$ cat src/hdl/rtcf_consts.vh
// Constants for the clock flag and control register block
// What this block does
// - Watchdog reaching zero unrestarted sets dog_expired_flag, bit 7; software cannot write it.
// - Time matching alarm on every unmasked field sets alarm_hit, bit 6.
// - Supply falling below switch threshold sets supply_drop_flag, bit 5; read-only.
// - Reading flag register clears bits 7..5; all three are zero after power-up.
// - After 5 ms, enabled oscillator never seen running sets crystal_stop_flag, bit 4.
// - crystal_stop_flag holds until software writes 0 while edit unlock is 1; reads never clear it.
// - Edit unlock bit 1 freezes clock and gates register writes; zero after power-up.
// - Writing edit unlock back to 0 loads edited time as new base time.
// - Snapshot bit 0 at 1 holds time for reads; 0 lets it follow; reset 0.
`ifndef RTCF_CONSTS_VH
`define RTCF_CONSTS_VH
`define RTCF_ADDR_FLAGS 17'h1_FFF0
`define RTCF_ADDR_CENTURY 17'h1_FFF1
`define RTCF_BIT_DOG 7
`define RTCF_BIT_ALARM 6
`define RTCF_BIT_SUPPLY 5
`define RTCF_BIT_XTAL 4
`define RTCF_BIT_CAL 2
`define RTCF_BIT_UNLOCK 1
`define RTCF_BIT_SNAP 0
`define RTCF_CENTURY_RESET 8'h00
`define RTCF_CLK_HZ 50000000
`define RTCF_OSC_WAIT_MS 5
`define RTCF_OSC_WAIT_CYC (`RTCF_CLK_HZ / 1000 * `RTCF_OSC_WAIT_MS)
`define RTCF_CAL_HZ 512
`define RTCF_CAL_HALF_CYC (`RTCF_CLK_HZ / (2 * `RTCF_CAL_HZ))
`endif

$ cat src/hdl/rtcf_sync.v
// Three-stage pin synchroniser with agreement filter
`timescale 1ns/10ps
module rtcf_sync #(
  parameter WIDTH = 1,
  parameter [WIDTH-1:0] INIT = {WIDTH{1'b0}}
) (
  input wire clock,
  input wire reset,
  input wire [WIDTH-1:0] pin,
  output reg [WIDTH-1:0] level
);
  reg [WIDTH-1:0] stage1;
  reg [WIDTH-1:0] stage2;
  reg [WIDTH-1:0] stage3;
  integer i;

  always @(posedge clock or posedge reset) begin
    if (reset) begin
      stage1 <= INIT;
      stage2 <= INIT;
      stage3 <= INIT;
      level <= INIT;
    end else begin
      stage1 <= pin;
      stage2 <= stage1;
      stage3 <= stage2;
      // Only bits where stages two and three agree may change
      for (i = 0; i < WIDTH; i = i + 1) begin
        if (stage2[i] == stage3[i]) begin
          level[i] <= stage3[i];
        end
      end
    end
  end
endmodule // rtcf_sync

$ cat src/hdl/rtcf_top.v
// Flag, control and century registers of the clock on the byte-wide bus
`timescale 1ns/10ps
`include "rtcf_consts.vh"
module rtcf_top #(
  parameter OSC_WAIT_CYC = `RTCF_OSC_WAIT_CYC,
  parameter CAL_HALF_CYC = `RTCF_CAL_HALF_CYC
) (
  input wire clock,
  input wire reset,
  input wire [16:0] addr,
  input wire [7:0] data_in,
  output reg [7:0] data_out,
  output reg data_oe_n,
  input wire chip_en_n,
  input wire write_en_n,
  input wire out_en_n,
  input wire dog_zero,
  input wire [31:0] time_now,
  input wire [31:0] alarm_value,
  input wire [3:0] alarm_skip,
  input wire supply_low,
  input wire osc_enable,
  input wire osc_running,
  input wire century_carry,
  input wire time_edited,
  input wire int_normal,
  output reg int_pin,
  output wire freeze_clock,
  output reg load_base_time,
  output wire hold_time,
  output reg capture_time
);
  // Register select: 0 none, 1 flags, 2 century
  function [1:0] reg_sel;
    input [16:0] a;
    begin
      if (a == `RTCF_ADDR_FLAGS) begin
        reg_sel = 2'd1;
      end else if (a == `RTCF_ADDR_CENTURY) begin
        reg_sel = 2'd2;
      end else begin
        reg_sel = 2'd0;
      end
    end
  endfunction

  function [7:0] bcd_inc;
    input [7:0] v;
    begin
      if (v[3:0] == 4'h9) begin
        bcd_inc = (v[7:4] == 4'h9) ? 8'h00 : {v[7:4] + 4'h1, 4'h0};
      end else begin
        bcd_inc = {v[7:4], v[3:0] + 4'h1};
      end
    end
  endfunction

  wire [2:0] strobes;
  wire [1:0] analog;
  wire sel_low;
  wire wr_low;
  wire oe_low;
  wire supply_s;
  wire osc_run_s;
  wire read_active;
  wire write_active;
  wire alarm_match;

  // Strobes idle high so reset must not look like an access
  rtcf_sync #(.WIDTH(3), .INIT(3'b111)) u_strobe_sync (
    .clock(clock),
    .reset(reset),
    .pin({chip_en_n, write_en_n, out_en_n}),
    .level(strobes)
  );

  rtcf_sync #(.WIDTH(2), .INIT(2'b00)) u_analog_sync (
    .clock(clock),
    .reset(reset),
    .pin({supply_low, osc_running}),
    .level(analog)
  );

  assign sel_low = ~strobes[2];
  assign wr_low = ~strobes[1];
  assign oe_low = ~strobes[0];
  assign supply_s = analog[1];
  assign osc_run_s = analog[0];
  assign read_active = sel_low & oe_low & ~wr_low;
  assign write_active = sel_low & wr_low;

  reg dog_flag;
  reg alarm_flag;
  reg supply_flag;
  reg xtal_flag;
  reg cal_on;
  reg unlock;
  reg snap;
  reg [7:0] century;
  reg [7:0] century_hold;
  reg dirty;
  reg read_q;
  reg write_q;
  reg [16:0] wr_addr;
  reg [7:0] wr_data;
  reg supply_q;
  reg match_q;
  reg [31:0] osc_count;
  reg osc_done;
  reg osc_seen;
  reg [31:0] cal_count;
  reg cal_wave;

  assign freeze_clock = unlock;
  assign hold_time = snap;

  // Skip bit 1 leaves that field out of the comparison
  assign alarm_match = (alarm_skip[0] | (time_now[7:0] == alarm_value[7:0]))
    & (alarm_skip[1] | (time_now[15:8] == alarm_value[15:8]))
    & (alarm_skip[2] | (time_now[23:16] == alarm_value[23:16]))
    & (alarm_skip[3] | (time_now[31:24] == alarm_value[31:24]));

  wire read_start = read_active & ~read_q;
  wire write_end = write_q & ~write_active;
  wire [1:0] rd_sel = reg_sel(addr);
  wire [1:0] wr_sel = reg_sel(wr_addr);
  wire flags_read = read_start & (rd_sel == 2'd1);
  wire flags_write = write_end & (wr_sel == 2'd1);
  wire century_write = write_end & (wr_sel == 2'd2) & unlock;
  // Match held for a whole second must set the flag only once
  wire alarm_event = alarm_match & ~match_q;
  wire supply_event = supply_s & ~supply_q;
  wire osc_window_end = ~osc_done && (osc_count == OSC_WAIT_CYC - 1);
  wire xtal_event = osc_window_end & osc_enable & ~osc_seen & ~osc_run_s;

  wire [7:0] flag_image = {dog_flag, alarm_flag, supply_flag, xtal_flag,
                           1'b0, cal_on, unlock, snap};

  // Bus edge tracking and write capture
  always @(posedge clock or posedge reset) begin
    if (reset) begin
      read_q <= 1'b0;
      write_q <= 1'b0;
      wr_addr <= 17'h0_0000;
      wr_data <= 8'h00;
      supply_q <= 1'b0;
      match_q <= 1'b0;
    end else begin
      read_q <= read_active;
      write_q <= write_active;
      // Address and data are taken while the strobe is held low
      if (write_active) begin
        wr_addr <= addr;
        wr_data <= data_in;
      end
      supply_q <= supply_s;
      match_q <= alarm_match;
    end
  end

  // Read data and output enable
  always @(posedge clock or posedge reset) begin
    if (reset) begin
      data_out <= 8'h00;
      data_oe_n <= 1'b1;
    end else begin
      if (read_start) begin
        case (rd_sel)
          2'd1: data_out <= flag_image;
          2'd2: data_out <= snap ? century_hold : century;
          default: data_out <= 8'h00;
        endcase
      end
      data_oe_n <= ~(read_active & (rd_sel != 2'd0));
    end
  end

  // Sticky event flags; a new event wins over the read clear
  always @(posedge clock or posedge reset) begin
    if (reset) begin
      dog_flag <= 1'b0;
      alarm_flag <= 1'b0;
      supply_flag <= 1'b0;
      xtal_flag <= 1'b0;
    end else begin
      dog_flag <= dog_zero | (dog_flag & ~flags_read);
      alarm_flag <= alarm_event | (alarm_flag & ~flags_read);
      supply_flag <= supply_event | (supply_flag & ~flags_read);
      // Reads leave it alone; only a written 0 clears it
      if (xtal_event) begin
        xtal_flag <= 1'b1;
      end else if (flags_write && unlock && !wr_data[`RTCF_BIT_XTAL]) begin
        xtal_flag <= 1'b0;
      end
    end
  end

  // Oscillator start-up window after power-up
  always @(posedge clock or posedge reset) begin
    if (reset) begin
      osc_count <= 32'h0000_0000;
      osc_done <= 1'b0;
      osc_seen <= 1'b0;
    end else if (!osc_done) begin
      osc_count <= osc_count + 32'h0000_0001;
      if (osc_run_s) begin
        osc_seen <= 1'b1;
      end
      if (osc_window_end) begin
        osc_done <= 1'b1;
      end
    end
  end

  // Control bits; unlock and snapshot stay writable so software can unlock
  always @(posedge clock or posedge reset) begin
    if (reset) begin
      cal_on <= 1'b0;
      unlock <= 1'b0;
      snap <= 1'b0;
      load_base_time <= 1'b0;
      capture_time <= 1'b0;
      dirty <= 1'b0;
    end else begin
      load_base_time <= 1'b0;
      capture_time <= 1'b0;
      if (flags_write) begin
        unlock <= wr_data[`RTCF_BIT_UNLOCK];
        snap <= wr_data[`RTCF_BIT_SNAP];
        if (unlock) begin
          cal_on <= wr_data[`RTCF_BIT_CAL];
        end
        if (wr_data[`RTCF_BIT_SNAP] && !snap) begin
          capture_time <= 1'b1;
        end
        // New base time only when something was edited
        if (unlock && !wr_data[`RTCF_BIT_UNLOCK] && dirty) begin
          load_base_time <= 1'b1;
          dirty <= 1'b0;
        end
      end
      // An edit in the reload cycle must not be lost
      if (century_write || (time_edited && unlock)) begin
        dirty <= 1'b1;
      end
    end
  end

  // Century count, frozen while unlocked
  always @(posedge clock or posedge reset) begin
    if (reset) begin
      century <= `RTCF_CENTURY_RESET;
      century_hold <= `RTCF_CENTURY_RESET;
    end else begin
      if (century_write) begin
        century <= wr_data;
      end else if (century_carry && !unlock) begin
        century <= bcd_inc(century);
      end
      if (!snap || (flags_write && wr_data[`RTCF_BIT_SNAP] && !snap)) begin
        century_hold <= century;
      end
    end
  end

  // Calibration square wave on the interrupt pin
  always @(posedge clock or posedge reset) begin
    if (reset) begin
      cal_count <= 32'h0000_0000;
      cal_wave <= 1'b0;
      int_pin <= 1'b0;
    end else begin
      if (!cal_on) begin
        cal_count <= 32'h0000_0000;
        cal_wave <= 1'b0;
      end else if (cal_count == CAL_HALF_CYC - 1) begin
        cal_count <= 32'h0000_0000;
        cal_wave <= ~cal_wave;
      end else begin
        cal_count <= cal_count + 32'h0000_0001;
      end
      int_pin <= cal_on ? cal_wave : int_normal;
    end
  end
endmodule // rtcf_top
$ cat config.mk
export PLATFORM = sky130hd
export DESIGN_NAME = rtcf_top
export DESIGN_NICKNAME = d
export VERILOG_FILES = /design/src/hdl/rtcf_sync.v /design/src/hdl/rtcf_top.v
export VERILOG_INCLUDE_DIRS = /design/src /design/src/hdl
export SDC_FILE = /design/constraint.sdc
export NUM_CORES = 1
export LEC_CHECK = 0
export BUFFER_PORTS_ARGS = -buffer_cell sky130_fd_sc_hd__clkbuf_2
export CORE_UTILIZATION = 56
export DETAILED_ROUTE_END_ITERATION = 8
export PLACE_DENSITY = 0.8
export SYNTH_ARGS = -nofsm -noshare
export SYNTH_HDL_FRONTEND = slang
export SYNTH_HIERARCHICAL = 1
export SYNTH_SLANG_ARGS = --single-unit
$ cat constraint.sdc
create_clock -name clock -period 7.6 [get_ports clock]
set_input_delay 0.76 -clock clock [delete_from_list [all_inputs] [get_ports clock]]
set_output_delay 0.76 -clock clock [all_outputs]
set_load 0.03 [all_outputs]
==> results of run 1 <==
-- critical path, stage by stage, from the launching register on --
cell,delay (ns)
dfrtp_1,0.41
nor4b_1,0.45
nand4_1,0.20
nor4_1,0.31
nand2b_1,0.95
nor2_1,0.15
-- cells in the final DEF (no fill, tap or decap), types with 3 or more instances in the layout --
master and count:
inv_1 13, o21ai_0 13, clkinv_2 3, or2_2 3
nor3b_1 5, dfrtp_1 139, o41ai_1 7, nor4b_1 4
dfstp_2 13, nor4_1 18, nand3_1 19, a21oi_1 8
and2_1 4, clkinv_4 3, xnor2_1 29, and4_1 7
a21o_1 4, maj3_2 5, nand2b_1 4, clkbuf_2 118
nor2_1 60, nand2_1 44, nand4_1 27, ha_1 4
and3_1 9, clkbuf_16 17, xor2_1 65, mux2_2 38
-- routing by layer --
| layer | wire, um | part of all wire |
|---|---|---|
| met2 | 7221 | 0.50 |
| met3 | 924 | 0.065 |
| met1 | 5973 | 0.42 |
| met5 | 0 | 0 |
| met4 | 193 | 0.013 |
-- per-stage QoR --
step / cell area (sq um) / hold WS, ns
detailed placement: 7493 / 0.3355
CTS: 8065 / 0.3146
global placement: 7493 / 0.3341
global route: 8065 / 0.3412
floorplan: 6764 / 0.3312
finish: 8065 / 0.3057
-- flip-flops by register name (all words and copies together) (netlist names), 2 cells and up --
name,cells
wr_data,8
u_strobe_sync/stage2,3
u_strobe_sync/level,3
osc_count,32
u_strobe_sync/stage3,3
data_out,8
u_analog_sync/stage2,2
u_analog_sync/level,2
u_strobe_sync/stage1,3
cal_count,32
century,8
u_analog_sync/stage1,2
wr_addr,17
century_hold,8
u_analog_sync/stage3,2
-- kinds of logic after synthesis --
| group | count (synthesis) |
|---|---|
| flops | 152 |
| buf+inv | 27 |
| fa+ha+maj | 9 |
| xor+xnor | 94 |
| simple gates | 225 |
| mux | 38 |
| compound gates | 41 |
-- report_power, final --
group          switching (mW)  internal, mW
logic                   0.106         0.107
registers              0.0573         0.892
clock network           0.319         0.490
-- layout make-up --
type / instances / area, sq um / share of cell area
Sequential cell: 152 / 3820 / 0.4736
Multi-Input combinational cell: 407 / 2841 / 0.3523
Timing Repair Buffer: 119 / 598.1 / 0.07415
Clock buffer: 20 / 446.7 / 0.05538
Tap cell: 143 / 178.9 / 0.02218
Clock inverter: 11 / 125.1 / 0.01551
Inverter: 14 / 55.05 / 0.006826
-- worst max-delay path by stage --
stage	startpoint	end	slack [ns]
floorplan	reset	alarm_flag	3.32
detailed placement	addr[1]	alarm_flag	4.82
finish	cal_count[28]	cal_count[16]	4.96
CTS	cal_count[28]	cal_count[16]	4.95
global route	cal_count[7]	cal_count[28]	4.65
global placement	addr[1]	alarm_flag	4.86
==> flow_summary_export.csv, run 1 <==
group,metric,value,unit
outcome,status,"complete, but fails checks",
outcome,violations,"design-rule violations",
synth,synthMuxAreaShare,0.06326,
grt,use_met1,0.3009,
synth,yosys.area.top_type_share,0.5142,
grt,first_global_vias,5099,
grt,use_met3,0.06260,
timing,hold_viol_final,0,
drt,viasPerCell,5.685,
timing,drv_slew,0,
synth,synthArstFlopShare,1.000,
synth,synth_compound_area_frac,0.03977,
grt,grt_busiest_layer,"met2",
worst_setup_path,crit_path_end_kind,"register",
synth,yosys_register_bits,152,
worst_setup_path,r2r_start,"cal_count[28]",
timing,finalSetupViolCount,0,
floorplan,initial_core_util,0.5824,
power,p_leak,3.690,nW
grt,gr-usage-all-layers,0.2462,
grt,grt_max_degree,69,
cts,clock_path_buffers,2,
cells_and_area,antennaDiodeCount,0,
worst_setup_path,startpoint_type,"register",
worst_setup_path,reg2reg_slack,4.96,ns
cts,hold_buffers,0,
cts,postCtsSetupBuffers,0,
placed_design,dp_hpwl,9698,um
floorplan,rows,39,
placed_design,pre_cts_ws,4.820,ns
floorplan,die_area,12520,sq um
drt,detail-route-antenna-nets,0,
synth,synth-seq-area-share,0.5647,
synth,synth_nets,695,
timing,rsz0062_at_grt,"false",
synth,synth_top_family_by_area,"simple AND/OR/NAND/NOR gates",
drt,num_vias,4923,
synth,synthAdderAreaFrac,0.01572,
grt,antenna_found_initial,0,
placed_design,placedCellCount,835,
cts,cts_tree,"done",
cts,clock-sinks,152,
synth,yosys.area_share.xor_xnor,0.1217,
grt,grtUsageMet2,0.4340,
floorplan,die_x,111.9,um
synth,synth_common_cells,"139 x dfrtp_1, 65 x xor2_1, 61 x nor2_1",
synth,synth_cells,586,
timing,post-route-period-util,0.3479,
synth,synth.area.top_cells,"dfrtp_1 51%, xor2_1 8.4%, mux2_2 6.3%",
drt,drc_errors,20,
cells_and_area,drive_above_1_share,0.2946,
worst_setup_path,worstRegToRegCells,5,
cts,cts_resized,0,
floorplan,core_area,11610,sq um
floorplan,die_h,111.9,um
synth,yosys_warnings,6,
hold_path,min_path_type,"in -> async",
drt,initialDrtViolationCount,252,
cells_and_area,fill_cells,831,
synth,netlist_area,6764,sq um
drt,drt-total-wl,14310,um
timing,worstMarginPinSlew,1.300,ns
synth,synth_largest_area_cell,"dfrtp_1",
timing,slew_headroom,0.1324,
synth,synth_edf_count,0,
timing,skew,0.009349,ns
timing,timing.setup.tns,0,ns
cts,clk_pin_slew,0.06,ns
drt,wl_per_cell,16.53,um
timing,fin_ws,4.956,ns
grt,grt_pass1_wl,24080,um
power,p_per_area,244.6,nW/um^2
synth,avgSynthCellArea,11.54,sq um
synth,yosysMostFrequentCell,"dfrtp_1",
worst_setup_path,worstPathRequired,7.84,ns
cells_and_area,final_nets,820,
cts,root_buffer,"clkbuf_16",
worst_setup_path,critPathMaxFanout,32,
timing,max_freq,378.2,MHz
power,p_total,1.972,mW
worst_setup_path,crit_arrival,2.89,ns
grt,grt_overflow,0,
placed_design,io_buffers,118,
worst_setup_path,path_class,"reg -> reg",
job,cap_violations,0,
cells_and_area,stdcell_count,866,
synth,yosys.area_share.simple,0.1792,
cts,clk_latency,0.42,ns
cells_and_area,syn2layout_area_growth,19.24,%
power,peakVddDrop,0.2209,mV
cts,cts-buffers-inserted,17,
floorplan,io_pins,119,
worst_setup_path,r2r_end,"cal_count[16]",
cts,cts_htree_levels,4,
timing,fin_crit,2.644,ns
drt,dr.pass1.iters,7,
synth,synthDistinctLibCells,46,
placed_design,gp_congestion,0.7828,
cells_and_area,final_core_util,0.6945,
synth,yosys_most_used_dff,"dfrtp_1",
Note: power is estimated with default switching activity, not from simulation.
==> run 2, diff against run 1 <==
CORE_UTILIZATION = 50   (was 56)
PLACE_DENSITY = 0.75   (was 0.8)
clock period = 2.16 ns   (was 7.6 ns; I/O delays follow)
==> flow_summary_export.csv, run 2 (synthesis gave the netlist of run 1 again) <==
group,metric,value,unit
outcome,status,"finished, final reports clean",
timing,skew,0.008145,ns
timing,worstMarginPinSlew,0.5646,ns
drt,top_layer,"met4",
timing,hold_ws,0.02101,ns
cts,clock_path_buffers,2,
timing,hold_viol_final,0,
timing,fin_ws,0.07525,ns
grt,grt_max_degree,67,
timing,slew_headroom,0.6236,
floorplan,initial_core_util,0.5108,
floorplan,die_area,14000,sq um
cts,cts_htree_levels,4,
cells_and_area,final_nets,842,
floorplan,die_h,118.3,um
timing,max_freq,479.7,MHz
hold_path,min_path_type,"in -> reg",
cts,clk_pin_slew,0.06,ns
power,swShare,0.2522,
power,p_per_area,823.1,nW/um^2
timing,rsz0062_at_grt,"false",
worst_setup_path,critPathMaxFanout,14,
placed_design,dp_hpwl,10140,um
cells_and_area,multi_input_area,2861,sq um
placed_design,io_buffers,118,
worst_setup_path,cpMaxStageDelayCell,"or4b_4",
cts,clock-sinks,152,
placed_design,pre_cts_ws,0.07060,ns
timing,post-route-period-util,0.9652,
cts,root_buffer,"clkbuf_16",
cts,clk_latency,0.43,ns
cells_and_area,final_cell_mix,"139 x dfrtp_1, 118 x clkbuf_2, 65 x xor2_1, 60 x nor2_1, 44 x nand2_1",
floorplan,core_area,13240,sq um
cells_and_area,seq_area,3820,sq um
placed_design,placedCellCount,882,
drt,detail-route-antenna-nets,0,
worst_setup_path,cp_num_buf_inv,1,
power,p_int,5.144,mW
worst_setup_path,startpoint_type,"register",
cells_and_area,final_common_cell,"dfrtp_1",
power,p_leak,3.820,nW
grt,grt_overflow,0,
drt,dr.pass1.iters,4,
worst_setup_path,path_cells,"or4b_4 > nor4_4 > and3b_2 > buf_12 > o22ai_1 > a221o_1",
timing,fin_crit,2.085,ns
worst_setup_path,path_class,"reg -> reg",
power,p_total,6.879,mW
floorplan,die_x,118.3,um
cells_and_area,stdcell_count,922,
cells_and_area,drive_above_1_share,0.3123,
power,p_seq_frac,0.485,
cells_and_area,antennaDiodeCount,0,
power,share_comb_of_total_power,0.112,
cts,cts_tree,"done",
power,p_sw,1.735,mW
placed_design,gp_congestion,0.8316,
worst_setup_path,crit_arrival,2.39,ns
drt,wl_per_cell,15.59,um
floorplan,rows,42,
drt,drc_errors,0,
grt,first_global_vias,5029,
job,cap_violations,0,
drt,wl_met2,7237,um
worst_setup_path,max_stage_delay,0.57,ns
grt,gr-usage-all-layers,0.2168,
drt,wirelength_met1,6058,um
cts,postCtsSetupBuffers,0,
worst_setup_path,path_delay_family,"simple AND/OR/NAND/NOR gates",
drt,initialDrtViolationCount,242,
drt,num_vias,4968,
cts,cts-buffers-inserted,17,
power,p_clk_frac,0.402,
power,peakVddDrop,0.6546,mV
cells_and_area,syn2layout_area_growth,23.55,%
drt,drt-total-wl,14370,um
grt,antenna_found_initial,0,
timing,finalSetupViolCount,0,
cells_and_area,fill_cells,1040,
drt,wl_met3,857,um
grt,grt_pass1_wl,23650,um
floorplan,io_pins,119,
drt,viasPerCell,5.388,
worst_setup_path,worstPathRequired,2.47,ns
cells_and_area,top_regs,"cal_count (32), osc_count (32), wr_addr (17)",
timing,drv_slew,0,
worst_setup_path,crit_path_end_kind,"register",
timing,timing.setup.tns,0,ns
==> run 2: cell count changes in the layout (fill, tap and decap cells not counted), moves of 2 or more <==
cell           change
dlygate4sd3_1      +8
clkbuf_1           -2
buf_4             +10
buf_12             +4
inv_6              +3
bufinv_16          -2
clkbuf_8           +3
clkinvlp_4         +2
==> run 2: final cells by class <==
cell class                      instances  area share
Clock buffer                           21     0.05749
Clock inverter                         11     0.01018
Inverter                               14    0.006738
Multi-Input combinational cell        407      0.3424
Sequential cell                       152      0.4571
Tap cell                              176     0.02635
Timing Repair Buffer                  141     0.09972
==> run 2: final timing paths <==
kind	slack (ns)	depth (start not counted)	from	to
max in group asynchronous	1.15	4	reset	cal_count[8]
worst min register to register	0.35	0	u_analog_sync/stage1[0]	u_analog_sync/stage2[0]
worst min-delay path	0.02	2	data_in[4]	wr_data[4]
min in group asynchronous	0.32	3	reset	u_analog_sync/level[1]
worst max register to register	0.08	6	wr_addr[1]	century[7]
worst max-delay path	0.08	6	wr_addr[1]	century[7]
==> run 2: power groups by stage <==
stage | Clock (mW) | Combinational [mW] | Sequential (mW)
finish | 2.77 | 0.772 | 3.34
global route | 2.95 | 0.863 | 3.37
CTS | 2.82 | 0.774 | 3.33
detailed placement | 0 | 0.754 | 3.38
global placement | 0 | 0.721 | 3.35
floorplan | 0 | 0.513 | 3.31
==> run 2: timing repair <==
action	CTS	global route
endpoints found under the hold margin	30	0
endpoints found under the setup margin	0	36
gates resized for setup	0	4
hold buffers	8	0
==> run 2: layer usage <==
layer  GRT usage  up-vias
li1            -     2348
met1      0.2608     2416
met2      0.3710      181
met3     0.05743       23
met4     0.08413        0
met5           0        -
==> run 2: through the flow <==
step | utilization | instance area, sq um
6_report | 0.6310 | 8357
5_1_grt | 0.6310 | 8357
4_1_cts | 0.6295 | 8337
3_5_place_dp | 0.5808 | 7691
3_3_place_gp | 0.5808 | 7691
2_1_floorplan | - | 6768
